### src/verilog/bucs_defines.svh
`ifndef BUCS_DEFINES_SVH
`define BUCS_DEFINES_SVH

// opcodes decoded by the branch unit
`define BUCS_OP_NOP         8'h00
`define BUCS_OP_LONG_JUMP        8'h02
`define BUCS_OP_LONG_CALL       8'h12
`define BUCS_OP_RET         8'h22
`define BUCS_OP_INTERRUPT_RETURN        8'h32
`define BUCS_OP_JZ          8'h60
`define BUCS_OP_JNZ         8'h70
`define BUCS_OP_IJMP        8'h73
`define BUCS_OP_SHORT_RELATIVE_JUMP        8'h80
`define BUCS_OP_COMPARE_AND_BRANCH_AI     8'hb4
`define BUCS_OP_COMPARE_AND_BRANCH_AD     8'hb5
`define BUCS_OP_COMPARE_AND_BRANCH_I0     8'hb6
`define BUCS_OP_COMPARE_AND_BRANCH_I1     8'hb7
`define BUCS_OP_DECREMENT_AND_BRANCH_D      8'hd5
`define BUCS_OP_XMOVE_0     8'he0
`define BUCS_OP_XMOVE_1     8'he2
`define BUCS_OP_XMOVE_2     8'he3
`define BUCS_OP_XMOVE_3     8'hf0
`define BUCS_OP_XMOVE_4     8'hf2
`define BUCS_OP_XMOVE_5     8'hf3

// opcode field patterns
`define BUCS_ABSOLUTE_BLOCK_JUMP_LOW       5'h01
`define BUCS_ABSOLUTE_BLOCK_CALL_LOW      5'h11
`define BUCS_DECREMENT_AND_BRANCH_R_HIGH    5'h1b
`define BUCS_COMPARE_AND_BRANCH_R_HIGH    5'h17

// field positions
`define BUCS_ABS_HI_MSB     7
`define BUCS_ABS_HI_LSB     5
`define BUCS_LOW5_MSB       4
`define BUCS_HIGH5_LSB      3
`define BUCS_BLOCK_MSB      15
`define BUCS_BLOCK_LSB      11
`define BUCS_SIGN_BIT       7

// reset values
`define BUCS_RESET_PC       16'h0000
`define BUCS_RESET_IR       8'h00

// instruction lengths and cycle counts
`define BUCS_LEN_1          2'h1
`define BUCS_LEN_2          2'h2
`define BUCS_LEN_3          2'h3
`define BUCS_LAST_CYC_1     1'h0
`define BUCS_LAST_CYC_2     1'h1

`endif

### src/verilog/bucs_pkg.sv
package bucs_pkg;

    typedef enum logic [2:0] {
        BUCS_S1,
        BUCS_S2,
        BUCS_S3,
        BUCS_S4,
        BUCS_S5,
        BUCS_S6
    } bucs_state_t;

    typedef enum logic [4:0] {
        BUCS_CL_OTHER,
        BUCS_CL_NOP,
        BUCS_CL_SHORT_RELATIVE_JUMP,
        BUCS_CL_LONG_JUMP,
        BUCS_CL_ABSOLUTE_BLOCK_JUMP,
        BUCS_CL_ABSOLUTE_BLOCK_CALL,
        BUCS_CL_IJMP,
        BUCS_CL_LONG_CALL,
        BUCS_CL_RET,
        BUCS_CL_INTERRUPT_RETURN,
        BUCS_CL_JZ,
        BUCS_CL_JNZ,
        BUCS_CL_DECREMENT_AND_BRANCH_R,
        BUCS_CL_DECREMENT_AND_BRANCH_D,
        BUCS_CL_COMPARE_AND_BRANCH_AI,
        BUCS_CL_COMPARE_AND_BRANCH_AD,
        BUCS_CL_COMPARE_AND_BRANCH_RI,
        BUCS_CL_XMOVE
    } bucs_class_t;

endpackage

### src/verilog/bucs_seq_if.sv
`timescale 1ns/10ps
interface bucs_seq_if;
    bucs_pkg::bucs_state_t state;
    logic                  phase;

    modport seq (output state, output phase);
    modport core (input state, input phase);
endinterface

### src/verilog/bucs_sequencer.sv
`timescale 1ns/10ps
module bucs_sequencer (
    // clock and reset
    input  wire logic  i_clk,
    input  wire logic  i_reset_n,
    input  wire logic  i_ce,
    // state and phase
    bucs_seq_if.seq    seq
);

    // RQ17: two phases per state
    always_ff @(posedge i_clk) begin
        if (!i_reset_n) begin
            seq.phase <= 1'b1;
        end else if (i_ce) begin
            seq.phase <= ~seq.phase;
        end
    end

    // RQ16: six states per cycle
    always_ff @(posedge i_clk) begin
        if (!i_reset_n) begin
            seq.state <= bucs_pkg::BUCS_S6;
        end else if (i_ce && seq.phase) begin
            case (seq.state)
                bucs_pkg::BUCS_S1: seq.state <= bucs_pkg::BUCS_S2;
                bucs_pkg::BUCS_S2: seq.state <= bucs_pkg::BUCS_S3;
                bucs_pkg::BUCS_S3: seq.state <= bucs_pkg::BUCS_S4;
                bucs_pkg::BUCS_S4: seq.state <= bucs_pkg::BUCS_S5;
                bucs_pkg::BUCS_S5: seq.state <= bucs_pkg::BUCS_S6;
                bucs_pkg::BUCS_S6: seq.state <= bucs_pkg::BUCS_S1;
                default:           seq.state <= bucs_pkg::BUCS_S1;
            endcase
        end
    end

endmodule

### src/verilog/bucs_branch_unit.sv
`timescale 1ns/10ps
`include "bucs_defines.svh"
// Summary of operation
// RQ1: taken relative branch adds sign-extended offset
// RQ2: relative base is next instruction address
// RQ3: short jump is opcode plus displacement
// RQ4: long jump loads full 16-bit target
// RQ5: absolute jump takes three opcode bits
// RQ6: absolute target replaces low 11 bits
// RQ7: indexed jump target is pointer plus accumulator
// RQ8: long call 16-bit, absolute call 2K block
// RQ9: return resumes after the calling instruction
// RQ10: interrupt return also signals service finished
// RQ11: conditional branches all use relative format
// RQ12: zero tests read accumulator directly
// RQ13: decrement operand, write back, branch nonzero
// RQ14: compare branches when operands differ
// RQ15: unsigned compare, carry set when less
// RQ16: six states of two periods each
// RQ17: each state has two phases
// RQ18: two fetches per cycle, extras discarded
// RQ19: opcode in S1, fetch S4, end S6
// RQ20: external move skips fetches in cycle two
// RQ21: calls push low first, returns pop reverse
// RQ22: no operation only advances program counter
module bucs_branch_unit (
    // clock, reset, enable
    input  wire logic        i_clk,
    input  wire logic        i_reset_n,
    input  wire logic        i_ce,
    // program memory
    input  wire logic [7:0]  i_code_byte,
    output logic      [15:0] o_code_addr,
    output logic             o_code_rd,
    // datapath inputs
    input  wire logic [7:0]  i_acc,
    input  wire logic [15:0] i_data_pointer,
    input  wire logic [7:0]  i_sp,
    input  wire logic [7:0]  i_operand_byte,
    // decoded instruction
    output logic      [7:0]  o_opcode,
    output logic      [7:0]  o_operand_addr,
    // datapath write-back
    output logic             o_operand_we,
    output logic      [7:0]  o_operand_wdata,
    output logic             o_carry_we,
    output logic             o_carry,
    output logic             o_sp_we,
    output logic      [7:0]  o_sp,
    // internal stack
    input  wire logic [7:0]  i_stack_byte,
    output logic      [7:0]  o_stack_addr,
    output logic             o_stack_we,
    output logic             o_stack_re,
    output logic      [7:0]  o_stack_wdata,
    // interrupt controller
    output logic             o_int_done
);

    bucs_seq_if seq_bus ();

    bucs_sequencer u_seq (
        .i_clk     (i_clk),
        .i_reset_n (i_reset_n),
        .i_ce      (i_ce),
        .seq       (seq_bus.seq)
    );

    logic [15:0]              pc;
    logic [7:0]               b2, b3;
    logic [7:0]               pop_hi, pop_lo;
    logic [1:0]               byte_cnt;
    logic                     cyc_idx;
    bucs_pkg::bucs_class_t    cls;
    logic [1:0]               len;
    logic                     last_cyc;
    logic                     is_call, is_ret;
    logic                     at_end, exec;
    logic                     issue1, issue2;
    logic                     cap1, cap2, cap3;
    logic                     need, skip_fetch;
    logic [7:0]               rel;
    logic [15:0]              rel_target;
    logic [7:0]               dec_val;
    logic [7:0]               cmp_first, cmp_second;
    logic [15:0]              next_pc;

    function automatic bucs_pkg::bucs_class_t classify(input logic [7:0] op);
        bucs_pkg::bucs_class_t c;
        c = bucs_pkg::BUCS_CL_OTHER;
        // RQ5: absolute forms by low bits
        if (op[`BUCS_LOW5_MSB:0] == `BUCS_ABSOLUTE_BLOCK_JUMP_LOW) begin
            c = bucs_pkg::BUCS_CL_ABSOLUTE_BLOCK_JUMP;
        end else if (op[`BUCS_LOW5_MSB:0] == `BUCS_ABSOLUTE_BLOCK_CALL_LOW) begin
            c = bucs_pkg::BUCS_CL_ABSOLUTE_BLOCK_CALL;
        end else if (op[7:`BUCS_HIGH5_LSB] == `BUCS_DECREMENT_AND_BRANCH_R_HIGH) begin
            c = bucs_pkg::BUCS_CL_DECREMENT_AND_BRANCH_R;
        end else if (op[7:`BUCS_HIGH5_LSB] == `BUCS_COMPARE_AND_BRANCH_R_HIGH) begin
            c = bucs_pkg::BUCS_CL_COMPARE_AND_BRANCH_RI;
        end else begin
            case (op)
                `BUCS_OP_NOP:     c = bucs_pkg::BUCS_CL_NOP;
                `BUCS_OP_LONG_JUMP:    c = bucs_pkg::BUCS_CL_LONG_JUMP;
                `BUCS_OP_LONG_CALL:   c = bucs_pkg::BUCS_CL_LONG_CALL;
                `BUCS_OP_RET:     c = bucs_pkg::BUCS_CL_RET;
                `BUCS_OP_INTERRUPT_RETURN:    c = bucs_pkg::BUCS_CL_INTERRUPT_RETURN;
                `BUCS_OP_JZ:      c = bucs_pkg::BUCS_CL_JZ;
                `BUCS_OP_JNZ:     c = bucs_pkg::BUCS_CL_JNZ;
                `BUCS_OP_IJMP:    c = bucs_pkg::BUCS_CL_IJMP;
                `BUCS_OP_SHORT_RELATIVE_JUMP:    c = bucs_pkg::BUCS_CL_SHORT_RELATIVE_JUMP;
                `BUCS_OP_COMPARE_AND_BRANCH_AI: c = bucs_pkg::BUCS_CL_COMPARE_AND_BRANCH_AI;
                `BUCS_OP_COMPARE_AND_BRANCH_AD: c = bucs_pkg::BUCS_CL_COMPARE_AND_BRANCH_AD;
                `BUCS_OP_COMPARE_AND_BRANCH_I0, `BUCS_OP_COMPARE_AND_BRANCH_I1: c = bucs_pkg::BUCS_CL_COMPARE_AND_BRANCH_RI;
                `BUCS_OP_DECREMENT_AND_BRANCH_D:  c = bucs_pkg::BUCS_CL_DECREMENT_AND_BRANCH_D;
                `BUCS_OP_XMOVE_0, `BUCS_OP_XMOVE_1, `BUCS_OP_XMOVE_2,
                `BUCS_OP_XMOVE_3, `BUCS_OP_XMOVE_4, `BUCS_OP_XMOVE_5: c = bucs_pkg::BUCS_CL_XMOVE;
                default:          c = bucs_pkg::BUCS_CL_OTHER;
            endcase
        end
        return c;
    endfunction

    assign cls = classify(o_opcode);

    // instruction length and cycle count
    always_comb begin
        len      = `BUCS_LEN_1;
        last_cyc = `BUCS_LAST_CYC_2;
        case (cls)
            // RQ3: two-byte relative and absolute forms
            bucs_pkg::BUCS_CL_SHORT_RELATIVE_JUMP, bucs_pkg::BUCS_CL_ABSOLUTE_BLOCK_JUMP, bucs_pkg::BUCS_CL_ABSOLUTE_BLOCK_CALL,
            bucs_pkg::BUCS_CL_JZ, bucs_pkg::BUCS_CL_JNZ, bucs_pkg::BUCS_CL_DECREMENT_AND_BRANCH_R:
                len = `BUCS_LEN_2;
            // RQ4: three-byte forms
            bucs_pkg::BUCS_CL_LONG_JUMP, bucs_pkg::BUCS_CL_LONG_CALL, bucs_pkg::BUCS_CL_DECREMENT_AND_BRANCH_D,
            bucs_pkg::BUCS_CL_COMPARE_AND_BRANCH_AI, bucs_pkg::BUCS_CL_COMPARE_AND_BRANCH_AD, bucs_pkg::BUCS_CL_COMPARE_AND_BRANCH_RI:
                len = `BUCS_LEN_3;
            bucs_pkg::BUCS_CL_IJMP, bucs_pkg::BUCS_CL_RET,
            bucs_pkg::BUCS_CL_INTERRUPT_RETURN, bucs_pkg::BUCS_CL_XMOVE: len = `BUCS_LEN_1;
            // RQ22: single byte, single cycle
            default: last_cyc = `BUCS_LAST_CYC_1;
        endcase
    end

    assign is_call = (cls == bucs_pkg::BUCS_CL_LONG_CALL) || (cls == bucs_pkg::BUCS_CL_ABSOLUTE_BLOCK_CALL);
    assign is_ret  = (cls == bucs_pkg::BUCS_CL_RET) || (cls == bucs_pkg::BUCS_CL_INTERRUPT_RETURN);

    // phase points within the machine cycle
    assign at_end = (seq_bus.state == bucs_pkg::BUCS_S6) && seq_bus.phase;
    assign exec   = at_end && (cyc_idx == last_cyc);
    assign issue1 = at_end;
    assign issue2 = (seq_bus.state == bucs_pkg::BUCS_S3) && seq_bus.phase;
    assign cap1   = (seq_bus.state == bucs_pkg::BUCS_S1) && seq_bus.phase;
    assign cap2   = (seq_bus.state == bucs_pkg::BUCS_S4) && seq_bus.phase;
    assign cap3   = (seq_bus.state == bucs_pkg::BUCS_S2) && seq_bus.phase;
    assign need   = (byte_cnt < len);

    // RQ20: only the external move skips fetches
    assign skip_fetch = (cls == bucs_pkg::BUCS_CL_XMOVE) && (issue1 ? !exec : issue2 && cyc_idx);

    // RQ18: fetch strobe in S1 and S4
    always_ff @(posedge i_clk) begin
        if (!i_reset_n) begin
            o_code_rd <= 1'b0;
        end else if (i_ce) begin
            o_code_rd <= (issue1 || issue2) && !skip_fetch;
        end
    end

    // cycle index within the instruction
    always_ff @(posedge i_clk) begin
        if (!i_reset_n) begin
            cyc_idx <= 1'b0;
        end else if (i_ce && at_end) begin
            cyc_idx <= exec ? 1'b0 : 1'b1;
        end
    end

    // RQ19: opcode latched in S1, operands after
    always_ff @(posedge i_clk) begin
        if (!i_reset_n) begin
            o_opcode <= `BUCS_RESET_IR;
            b2       <= 8'h00;
            b3       <= 8'h00;
            byte_cnt <= 2'h0;
        end else if (i_ce) begin
            if (exec) begin
                byte_cnt <= 2'h0;
            end else if (cap1 && !cyc_idx) begin
                o_opcode <= i_code_byte;
                byte_cnt <= `BUCS_LEN_1;
            // RQ18: unneeded bytes are dropped
            end else if ((cap1 || cap2) && need) begin
                if (byte_cnt == `BUCS_LEN_1) begin
                    b2 <= i_code_byte;
                end else begin
                    b3 <= i_code_byte;
                end
                byte_cnt <= byte_cnt + 2'h1;
            end
        end
    end

    assign o_operand_addr = b2;

    // RQ11: relative offset is the last byte
    assign rel = (len == `BUCS_LEN_3) ? b3 : b2;
    // RQ1: sign-extended two's complement add
    // RQ2: pc already points past the branch
    assign rel_target = pc + {{8{rel[`BUCS_SIGN_BIT]}}, rel};
    assign dec_val    = i_operand_byte - 8'h01;

    // RQ14: operand pairs per compare form
    always_comb begin
        cmp_first  = i_operand_byte;
        cmp_second = b2;
        case (cls)
            bucs_pkg::BUCS_CL_COMPARE_AND_BRANCH_AI: cmp_first = i_acc;
            bucs_pkg::BUCS_CL_COMPARE_AND_BRANCH_AD: begin
                cmp_first  = i_acc;
                cmp_second = i_operand_byte;
            end
            default: cmp_first = i_operand_byte;
        endcase
    end

    // branch target selection
    always_comb begin
        next_pc = pc;
        case (cls)
            bucs_pkg::BUCS_CL_SHORT_RELATIVE_JUMP: next_pc = rel_target;
            // RQ4: full 16-bit target
            // RQ8: long call reaches all space
            bucs_pkg::BUCS_CL_LONG_JUMP,
            bucs_pkg::BUCS_CL_LONG_CALL: next_pc = {b2, b3};
            // RQ6: keep upper 5 bits
            // RQ8: absolute call within block
            bucs_pkg::BUCS_CL_ABSOLUTE_BLOCK_JUMP,
            bucs_pkg::BUCS_CL_ABSOLUTE_BLOCK_CALL: begin
                next_pc = {pc[`BUCS_BLOCK_MSB:`BUCS_BLOCK_LSB],
                           o_opcode[`BUCS_ABS_HI_MSB:`BUCS_ABS_HI_LSB], b2};
            end
            // RQ7: pointer plus accumulator
            bucs_pkg::BUCS_CL_IJMP: next_pc = i_data_pointer + {8'h00, i_acc};
            // RQ9: resume after the call
            bucs_pkg::BUCS_CL_RET,
            bucs_pkg::BUCS_CL_INTERRUPT_RETURN: next_pc = {pop_hi, pop_lo};
            // RQ12: accumulator tested directly
            bucs_pkg::BUCS_CL_JZ: next_pc = (i_acc == 8'h00) ? rel_target : pc;
            bucs_pkg::BUCS_CL_JNZ: next_pc = (i_acc != 8'h00) ? rel_target : pc;
            // RQ13: branch when decrement nonzero
            bucs_pkg::BUCS_CL_DECREMENT_AND_BRANCH_R,
            bucs_pkg::BUCS_CL_DECREMENT_AND_BRANCH_D: next_pc = (dec_val != 8'h00) ? rel_target : pc;
            // RQ14: branch when operands differ
            bucs_pkg::BUCS_CL_COMPARE_AND_BRANCH_AI,
            bucs_pkg::BUCS_CL_COMPARE_AND_BRANCH_AD,
            bucs_pkg::BUCS_CL_COMPARE_AND_BRANCH_RI: begin
                next_pc = (cmp_first != cmp_second) ? rel_target : pc;
            end
            default: next_pc = pc;
        endcase
    end

    // program counter
    always_ff @(posedge i_clk) begin
        if (!i_reset_n) begin
            pc <= `BUCS_RESET_PC;
        end else if (i_ce) begin
            if (exec) begin
                pc <= next_pc;
            end else if (cap1 && !cyc_idx) begin
                pc <= pc + 16'h0001;
            // RQ18: no increment for ignored bytes
            end else if ((cap1 || cap2) && need) begin
                pc <= pc + 16'h0001;
            end
        end
    end

    assign o_code_addr = pc;

    // RQ21: push low then high, pop reverse
    always_ff @(posedge i_clk) begin
        if (!i_reset_n) begin
            o_stack_we    <= 1'b0;
            o_stack_re    <= 1'b0;
            o_stack_addr  <= 8'h00;
            o_stack_wdata <= 8'h00;
        end else if (i_ce) begin
            o_stack_we <= 1'b0;
            o_stack_re <= 1'b0;
            if (cyc_idx == last_cyc && (cap1 || cap3)) begin
                if (is_call) begin
                    o_stack_we    <= 1'b1;
                    o_stack_addr  <= cap1 ? i_sp + 8'h01 : i_sp + 8'h02;
                    o_stack_wdata <= cap1 ? pc[7:0] + {7'h00, need} : pc[15:8];
                end else if (is_ret) begin
                    o_stack_re   <= 1'b1;
                    o_stack_addr <= cap1 ? i_sp : i_sp - 8'h01;
                end
            end
        end
    end

    // popped return address bytes
    always_ff @(posedge i_clk) begin
        if (!i_reset_n) begin
            pop_hi <= 8'h00;
            pop_lo <= 8'h00;
        end else if (i_ce && is_ret && cyc_idx == last_cyc) begin
            if (cap3) begin
                pop_hi <= i_stack_byte;
            end else if ((seq_bus.state == bucs_pkg::BUCS_S3) && seq_bus.phase) begin
                pop_lo <= i_stack_byte;
            end
        end
    end

    // RQ21: stack pointer moves by two
    always_ff @(posedge i_clk) begin
        if (!i_reset_n) begin
            o_sp_we <= 1'b0;
            o_sp    <= 8'h00;
        end else if (i_ce) begin
            o_sp_we <= exec && (is_call || is_ret);
            if (exec && is_call) begin
                o_sp <= i_sp + 8'h02;
            end else if (exec && is_ret) begin
                o_sp <= i_sp - 8'h02;
            end
        end
    end

    // RQ13: decremented operand written back
    always_ff @(posedge i_clk) begin
        if (!i_reset_n) begin
            o_operand_we    <= 1'b0;
            o_operand_wdata <= 8'h00;
        end else if (i_ce) begin
            o_operand_we <= exec && ((cls == bucs_pkg::BUCS_CL_DECREMENT_AND_BRANCH_R) ||
                                     (cls == bucs_pkg::BUCS_CL_DECREMENT_AND_BRANCH_D));
            if (exec) begin
                o_operand_wdata <= dec_val;
            end
        end
    end

    // RQ15: unsigned less-than sets carry
    always_ff @(posedge i_clk) begin
        if (!i_reset_n) begin
            o_carry_we <= 1'b0;
            o_carry    <= 1'b0;
        end else if (i_ce) begin
            o_carry_we <= exec && ((cls == bucs_pkg::BUCS_CL_COMPARE_AND_BRANCH_AI) ||
                                   (cls == bucs_pkg::BUCS_CL_COMPARE_AND_BRANCH_AD) ||
                                   (cls == bucs_pkg::BUCS_CL_COMPARE_AND_BRANCH_RI));
            if (exec) begin
                o_carry <= (cmp_first < cmp_second);
            end
        end
    end

    // RQ10: end-of-service notice on interrupt return
    always_ff @(posedge i_clk) begin
        if (!i_reset_n) begin
            o_int_done <= 1'b0;
        end else if (i_ce) begin
            o_int_done <= exec && (cls == bucs_pkg::BUCS_CL_INTERRUPT_RETURN);
        end
    end

endmodule

### config.mk
export PLATFORM = sky130hd
export DESIGN_NAME = bucs_branch_unit
export DESIGN_NICKNAME = d
export VERILOG_FILES = /design/src/verilog/bucs_pkg.sv /design/src/verilog/bucs_seq_if.sv /design/src/verilog/bucs_sequencer.sv /design/src/verilog/bucs_branch_unit.sv
export VERILOG_INCLUDE_DIRS = /design/src /design/src/verilog
export SDC_FILE = /design/constraint.sdc
export NUM_CORES = 1
export LEC_CHECK = 0
export ABC_AREA = 1
export BUFFER_PORTS_ARGS = -buffer_cell sky130_fd_sc_hd__buf_2
export CAP_MARGIN = 10
export CELL_PAD_IN_SITES_DETAIL_PLACEMENT = 1
export CELL_PAD_IN_SITES_GLOBAL_PLACEMENT = 1
export CORE_MARGIN = 4
export CORE_UTILIZATION = 42
export CTS_BUF_LIST = sky130_fd_sc_hd__clkbuf_8
export DETAILED_ROUTE_END_ITERATION = 8
export GPL_ROUTABILITY_DRIVEN = 0
export PLACE_DENSITY = 0.89
export SETUP_SLACK_MARGIN = 0.4
export SYNTH_ARGS = -nofsm -noshare
export SYNTH_HDL_FRONTEND = slang
export SYNTH_HIERARCHICAL = 1
export SYNTH_SLANG_ARGS = --single-unit
### constraint.sdc
create_clock -name i_clk -period 3.9 [get_ports i_clk]
set_input_delay 0.39 -clock i_clk [delete_from_list [all_inputs] [get_ports i_clk]]
set_output_delay 0.39 -clock i_clk [all_outputs]
set_load 0.01 [all_outputs]
# [Yosys cells after proc, flatten, opt, wreduce, memory -nomap -nowiden]
# Index checks and enable logic that the tools add are counted.
[totals] ff_bits=103 out_inout_bits=72 elab_cells=196
[op_classes] addsub=10 magnitude_cmp=2 n_eq_ne=55 mux=36 bitwise=5 n_reduce_logical=65
[op_table] cell="one-hot mux 16 bit (9 select lines)" count=1
[op_table] cell="two-way mux 16 bit" count=7
[op_table] cell="equality test 8 bit, second input constant" count=12
[op_table] cell="two-way mux 8 bit" count=10
[op_table] cell="one-hot mux 5 bit (14 select lines)" count=1
[op_table] cell="equality test 5 x 4 -> 1 bit, second input constant" count=8
[op_table] cell="equality test 5 bit, second input constant" count=5
[op_table] cell="equality test 8 x 7 -> 1 bit, second input constant" count=3
[op_table] cell="logical AND 1 bit" count=22
[op_table] cell="equality test 5 x 3 -> 1 bit, second input constant" count=4
[op_table] cell="two-way mux 5 bit" count=4
[op_table] cell="OR reduction 6 bit" count=3
[op_table] cell="adder 16 x 1 -> 16 bit, second input constant" count=1
[op_table] cell="adder 16 bit" count=1
[op_table] cell="adder 16 x 8 -> 16 bit" count=1
[op_table] cell="equality test 8 x 6 -> 1 bit, second input constant" count=2
[op_table] cell="logical NOT 8 bit" count=2
[op_table] cell="nonzero test 8 bit" count=2
[op_table] cell="OR reduction 16 bit" count=1
[op_table] cell="subtractor 8 x 1 -> 8 bit, second input constant" count=2
[op_table] cell="one-hot mux 3 bit (5 select lines)" count=1
[op_table] cell="!= test 3 bit, second input constant" count=4
[op_table] cell="AND reduction 3 bit" count=4
[op_table] cell="OR reduction 2 bit" count=6
[op_table] cell="other kinds (35)" count=66

# [Logic depth before layout (Yosys ltp)]
[logic_depth] depth_word=17 depth_mapped=28

# [Cells and area by module]
# The synthesis kept the hierarchy.
[by_module_without_submodules] module="bucs_branch_unit" n_inst=1 cells_per_inst=1156 area_per_inst_um2=7624.8
[by_module_without_submodules] module="bucs_sequencer" n_inst=1 cells_per_inst=28 area_per_inst_um2=185.2

# [Worst setup path after synthesis]
# No wires, ideal clock.
[synth_path] path_kind="register to register" start="reg o_opcode[7]" end="reg pc[11], in the netlist o_code_addr[11]" setup_time_ns=0.120 arrival_time_ns=3.362 slack_ns=0.418 stages_incl_launch_ff=26 path_buffers=1 period_less_slack_ns=3.482 path_cell_list="dfxtp_1 -> inv_2 -> nand2_1 -> nor2_2 -> nand2_2 -> nand2_1 -> nor2_1 -> nand3_2 -> nor2_4 -> nand2_4 -> nand3_4 -> clkbuf_1 -> o21ai_0 -> ha_1 -> a21oi_1 -> inv_1 -> a31oi_1 -> o21ai_0 -> nand3_1 -> nand2_1 -> nand3_1 -> nand2_1 -> a21oi_1 -> nor2_1 -> o21ai_0 -> a21oi_2"
[synth_via] elab_chain_cells=16
[synth_lines] item="start, declared" line="bucs_branch_unit.sv:41" rtl="output logic [7:0] o_opcode,"
[synth_lines] item="start signal, assigned" line="bucs_branch_unit.sv:182" rtl="o_opcode <= `BUCS_RESET_IR;"
[synth_lines] item="start signal, assigned" line="bucs_branch_unit.sv:190" rtl="o_opcode <= i_code_byte;"
[synth_lines] item="equality test 8 bit" line="bucs_branch_unit.sv:101" rtl="case (op)"
[synth_lines] item="OR reduction 6 bit / OR reduction 2 bit (equally long branches)" line="bucs_branch_unit.sv:101"
[synth_lines] item="one-hot mux 5 bit (14 select lines)" line="bucs_branch_unit.sv:101"
[synth_lines] item="two-way mux 5 bit" line="bucs_branch_unit.sv:98" rtl="end else if (op[7:`BUCS_HIGH5_LSB] == `BUCS_COMPARE_AND_BRANCH_R_HIGH) begin"
[synth_lines] item="two-way mux 5 bit *" line="bucs_branch_unit.sv:96" rtl="end else if (op[7:`BUCS_HIGH5_LSB] == `BUCS_DECREMENT_AND_BRANCH_R_HIGH) begin"
[synth_lines] item="two-way mux 5 bit *" line="bucs_branch_unit.sv:94" rtl="end else if (op[`BUCS_LOW5_MSB:0] == `BUCS_ABSOLUTE_BLOCK_CALL_LOW) begin"
[synth_lines] item="two-way mux 5 bit *" line="bucs_branch_unit.sv:92" rtl="if (op[`BUCS_LOW5_MSB:0] == `BUCS_ABSOLUTE_BLOCK_JUMP_LOW) begin"
[synth_lines] item="equality test 5 x 3 -> 1 bit (tied with other cells)" line="bucs_branch_unit.sv:129, bucs_branch_unit.sv:230"
[synth_lines] item="OR reduction 6 bit, on equally long branches"
[synth_lines] item="one-hot mux 2 bit (2 select lines)" line="bucs_branch_unit.sv:129" rtl="case (cls)"
[synth_lines] item="equality test 2 bit (no source line)"
[synth_lines] item="two-way mux 8 bit" line="bucs_branch_unit.sv:207" rtl="assign rel = (len == `BUCS_LEN_3) ? b3 : b2;"
[synth_lines] item="adder 16 bit" line="bucs_branch_unit.sv:210" rtl="assign rel_target = pc + {{8{rel[`BUCS_SIGN_BIT]}}, rel};"
[synth_lines] item="two-way mux 16 bit, on equally long branches"
[synth_lines] item="one-hot mux 16 bit (9 select lines)" line="bucs_branch_unit.sv:230" rtl="case (cls)"
[synth_lines] item="two-way mux 16 bit" line="bucs_branch_unit.sv:269" rtl="if (exec) begin"
[synth_lines] item="end signal, assigned" line="bucs_branch_unit.sv:267" rtl="pc <= `BUCS_RESET_PC;"
[synth_lines] item="end signal, assigned" line="bucs_branch_unit.sv:270" rtl="pc <= next_pc;"
[synth_lines] item="end signal, assigned" line="bucs_branch_unit.sv:272" rtl="pc <= pc + 16'h0001;"
[synth_lines] item="end, declared" line="bucs_branch_unit.sv:69" rtl="logic [15:0] pc;"
# Mark *: on every way between the ends. The rest lies on a longest branch, timed or not. The select of a mux whose other input is x is not followed.
# A chain may end at the register's enable or synchronous reset.

# [Final worst setup path]
[layout_path] start="reg o_opcode[3]" end="reg pc[9], in the netlist o_code_addr[9]"
[layout_via] elab_chain_cells=16
[layout_lines] item="equality test 8 bit" line="bucs_branch_unit.sv:101"
[layout_lines] item="OR reduction 6 bit / OR reduction 2 bit (equally long branches)" line="bucs_branch_unit.sv:101"
[layout_lines] item="one-hot mux 5 bit (14 select lines)" line="bucs_branch_unit.sv:101"
[layout_lines] item="two-way mux 5 bit" line="bucs_branch_unit.sv:98"
[layout_lines] item="two-way mux 5 bit" line="bucs_branch_unit.sv:96"
[layout_lines] item="two-way mux 5 bit" line="bucs_branch_unit.sv:94"
[layout_lines] item="two-way mux 5 bit *" line="bucs_branch_unit.sv:92"
[layout_lines] item="equality test 5 x 3 -> 1 bit (tied with other cells)" line="bucs_branch_unit.sv:129, bucs_branch_unit.sv:230"
[layout_lines] item="OR reduction 6 bit, on equally long branches"
[layout_lines] item="one-hot mux 2 bit (2 select lines)" line="bucs_branch_unit.sv:129"
[layout_lines] item="equality test 2 bit (no source line)"
[layout_lines] item="two-way mux 8 bit" line="bucs_branch_unit.sv:207"
[layout_lines] item="adder 16 bit" line="bucs_branch_unit.sv:210"
[layout_lines] item="two-way mux 16 bit, on equally long branches"
[layout_lines] item="one-hot mux 16 bit (9 select lines)" line="bucs_branch_unit.sv:230"
[layout_lines] item="two-way mux 16 bit" line="bucs_branch_unit.sv:269"
# Marks and branches as above.

==> summary.md <==
| Metric | Value |
|---|---|
| Number of flops mapped to enable cells by yosys | 0 |
| Post-Route Setup TNS | 0 ns |
| Leading cell type by number of instances after synthesis | sky130_fd_sc_hd__nand2_1 |
| Clock root buffer | sky130_fd_sc_hd__clkbuf_8 |
| Average vias per placed instance | just over 6 |
| Total power density per cell area | around 280 nW/um2 |
| Most used DFF post-synth | sky130_fd_sc_hd__dfxtp_1 |
| Path type of the worst setup path | reg2reg |
| Fraction of layout instances using a drive strength above 1 | roughly 25% |
| Maximum number of pins on one net before global-route repair | 43 |
| Number of design rule violations left after detail routing | 0 |
| Critical Path Most Common Cell | sky130_fd_sc_hd__nand2_2 |
| Final core occ | 52.39% |
| Final worst hold slack | ~0.2 ns |
| HPWL after detailed placement | about 23000 um |
| Data required time at the worst endpoint | around 4.2 ns |
| Initial antenna violation count | 0 |
| Leakage dissipation | between 4 and 5 nW |
| Post-synthesis sequential element count | 103 |
| Design Power | around 0.0026 W |
| Total via count in the routed design | approximately 9400 |
| Setup Skew | between 0.007 and 0.008 ns |
| Detail-routed net length per standard cell | between 20 and 25 um |
| Endpoint type of the worst setup path | register |
| Actual slew at the worst max-slew pin | roughly 0.64 ns |
| I/O pin total | between 100 and 150 |
| Starting DRT DRC Count | slightly above 800 |
| Number of pins with negative max-slew slack in the final report | 0 |
| Std-Cell Rows | 49 |
| CTS hold repair buffers | 0 |
| Synthesized Nets | 1283 |
| Cell taking the most area after synthesis | sky130_fd_sc_hd__dfxtp_1 |
| Final Instance Count excl. Fillers | ~1600 |
| Unrepaired setup endpoints after global routing | true |
| Number of hold-slack violations in the final timing report | 0 |
| Insertion delay of the later-clocked pin in the worst-skew pair | 0.40 ns |
| Routed Antenna Nets | 0 |
| Hold WC Path Type | in2reg |
| Post-synth top area share | 26.40% |
| Port Buffer Count | 130 |
| Number of distinct library cells after synthesis | between 50 and 60 |
| Run status | finished, final reports clean |
| Maximum root-to-sink buffer count | 2 |
| Fmax | approximately 260 MHz |
| Deepest level of the CTS H-tree | 3 |
| Antenna fix cells | 0 |
| Core area | about 18000 um2 |
| Sequential-to-total area share from yosys stat | 26.40% |
| Horizontal die dimension | about 140 um |
| Sort of element at the start of the critical path | register |
| Crit-path leading delay family | simple AND/OR/NAND/NOR gates |
| Proportion of register bits with asynchronous set or reset after synthesis | 0% |
| TritonCTS clock tree | yes |
| Multi-input combinational cell area | ~5400 um2 |
| Crit-path max cell delay | roughly 0.42 ns |
| Clock edge transition at the registers on the reported setup and hold paths | around 0.11 ns |
| Cells after Synth | roughly 1200 |
| CP Max Fanout | 6 |
| Finish-stage setup viols | 0 |
| CP Data Arrival Time | between 4 and 5 ns |
| Number of clock buffers inserted by TritonCTS | 9 |
| Number of sinks on the clock net | about 100 |
| Most used standard cells in the synthesized netlist | sky130_fd_sc_hd__nand2_1, sky130_fd_sc_hd__a21oi_1, sky130_fd_sc_hd__inv_1 |
| Cell-by-cell trace of the critical path | nor2_4 > nand4_1 > nor2_2 > nand2_2 > nand3_2 > nor2_4 > nand2_4 > nand3_4 > o21ai_1 > ha_2 > a21oi_2 > inv_2 > a31oi_4 > o21ai_2 > nand3_1 > nand2_2 > nand3_2 > nand2_4 > xnor2_2 > nand2_1 > nand4_1 > nand2_2 > a21oi_2 |
| Total global-route track usage | 28.07% |
| Crit-path slowest cell | sky130_fd_sc_hd__ha_2 |
| Syn-to-layout area delta | 21.74% |
| Synthesized cell area | around 7800 um2 |
| Area enclosed by the die boundary | approximately 21000 um2 |
| Initial Util | between 40% and 50% |
| Final worst path period need | 3.878 ns |
| Wire length of the first global-routing pass | approximately 47000 um |
| Number of global-route vias before repair | 9051 |
| Final cycle utilization of the critical path | about 100% |
| Ys Warns | 6 |
| Synth Area per Inst | approximately 6.6 um2 |
| Final layout net count | between 1000 and 1500 |
| Max-capacitance violation count | 0 |
| Fill count | roughly 2400 |
| Peak VDD IR | around 0.15 mV |
| Buffer and inverter count on the worst path | 1 |
| Detailed-router iteration count before antenna repair | 6 |
| Sequential cell area | approximately 2100 um2 |
| Placed cells | between 1500 and 2000 |
| Routed wire length | roughly 34000 um |
| Biggest area contributors in the synthesized netlist | sky130_fd_sc_hd__dfxtp_1, sky130_fd_sc_hd__nand2_1, sky130_fd_sc_hd__a21oi_1, sky130_fd_sc_hd__o21ai_0, sky130_fd_sc_hd__ha_1 |
| Worst max-slew margin expressed relative to the limit | a little under three fifths |
| GRT overflow | 0 |
| Die H | 144.4 um |
## where the power goes
group	total (W)	internal (W)	switching, W	leakage [nW]
sequential	0.00116	0.00108	0.0000706	0.840
clock	0.000751	0.000333	0.000418	0.106
combinational	0.000716	0.000245	0.000471	3.50
total	0.00262	0.00166	0.000959	4.44
## final cells by class
type,instances,share of cell area (%)
Clock inverter,4,0.5527
Tap cell,229,3.014
Timing Repair Buffer,182,11.12
Inverter,128,5.264
Sequential cell,103,22.00
Multi-Input combinational cell,906,56.45
Clock buffer,11,1.592
## metal layers
layer  track usage [%]  wire, um  up-vias
met5                 0         0        -
met1             34.91     13230     4558
met2             48.13     16050      443
met3             5.093      2419      147
met4             11.00      1821        0
li1                  -         -     4289
## repair_timing
item | 4_1_cts | 5_1_grt
setup endpoints to repair | 24 | 30
gates resized for setup | 21 | 93
buffers inserted | 3 | 32
cloned | 1 | 0
pin swaps | 1 | 44
## sequential cells by signal, indices dropped and copies added (netlist names), 8 cells and up
| register | cells |
|---|---|
| o_stack_addr | 8 |
| pop_hi | 8 |
| b3 | 8 |
| o_operand_addr | 8 |
| o_operand_wdata | 8 |
| o_sp | 8 |
| o_code_addr | 16 |
| pop_lo | 8 |
| o_opcode | 8 |
| o_stack_wdata | 8 |
## placed cells by master (no fill, tap or decap), types with 4 or more instances in the layout
master	n
sky130_fd_sc_hd__nor4_1	4
sky130_fd_sc_hd__dfxtp_4	8
sky130_fd_sc_hd__buf_2	130
sky130_fd_sc_hd__o2111ai_1	4
sky130_fd_sc_hd__o21ai_1	12
sky130_fd_sc_hd__nand2_1	225
sky130_fd_sc_hd__o211ai_2	4
sky130_fd_sc_hd__inv_2	6
sky130_fd_sc_hd__o22ai_1	10
sky130_fd_sc_hd__inv_4	4
sky130_fd_sc_hd__or2_2	4
sky130_fd_sc_hd__nand2_4	8
sky130_fd_sc_hd__ha_1	33
sky130_fd_sc_hd__nand3_2	7
sky130_fd_sc_hd__nor2_2	13
sky130_fd_sc_hd__nand3_4	4
sky130_fd_sc_hd__nor2_4	9
sky130_fd_sc_hd__inv_6	4
sky130_fd_sc_hd__clkbuf_8	11
sky130_fd_sc_hd__xor2_1	35
sky130_fd_sc_hd__a221oi_1	6
sky130_fd_sc_hd__o21ai_2	5
sky130_fd_sc_hd__nand2_2	27
sky130_fd_sc_hd__o211ai_1	8
sky130_fd_sc_hd__a21oi_2	14
sky130_fd_sc_hd__ha_2	4
sky130_fd_sc_hd__a31oi_1	13
sky130_fd_sc_hd__a21oi_1	109
sky130_fd_sc_hd__dfxtp_1	95
sky130_fd_sc_hd__buf_4	50
sky130_fd_sc_hd__nor3b_1	5
sky130_fd_sc_hd__xnor2_1	8
sky130_fd_sc_hd__nor2_1	79
sky130_fd_sc_hd__nor3_1	15
sky130_fd_sc_hd__nand3_1	78
sky130_fd_sc_hd__o21ai_0	106
sky130_fd_sc_hd__inv_1	113
sky130_fd_sc_hd__o21bai_1	4
sky130_fd_sc_hd__a22oi_1	5
sky130_fd_sc_hd__nand4_1	16
## worst paths after layout
check	start	to	slack [ns]	depth (start not counted)
hold / removal	i_operand_byte[0]	o_operand_wdata[0]	0.20	2
setup reg to reg	o_opcode[3]	o_code_addr[9]	0.02	23
hold reg to reg	o_stack_addr[7]	o_stack_addr[7]	0.47	2
setup / recovery	o_opcode[3]	o_code_addr[9]	0.02	23
## per-stage QoR
stage	worst slack, ns	area (um2)
after floorplan	0.4181	7810
after global placement	0.3391	8648
after detailed placement	0.08174	8648
after CTS	0.3697	8949
after global routing	-0.1912	9508
final	0.02235	9508
## cells by family after synthesis
| logic type | Yosys count | synth area share (%) |
|---|---|---|
| flip-flops | 103 | 26.40 |
| multiplexers | 1 | 0.1442 |
| buffers and inverters | 176 | 9.084 |
| AO/OA/AOI/OAI | 314 | 22.89 |
| adder cells (fa/ha/maj) | 40 | 6.601 |
| AND/OR/NAND/NOR | 506 | 29.94 |
| XOR/XNOR | 44 | 4.934 |
No activity file was read; power rests on OpenSTA's default activity.
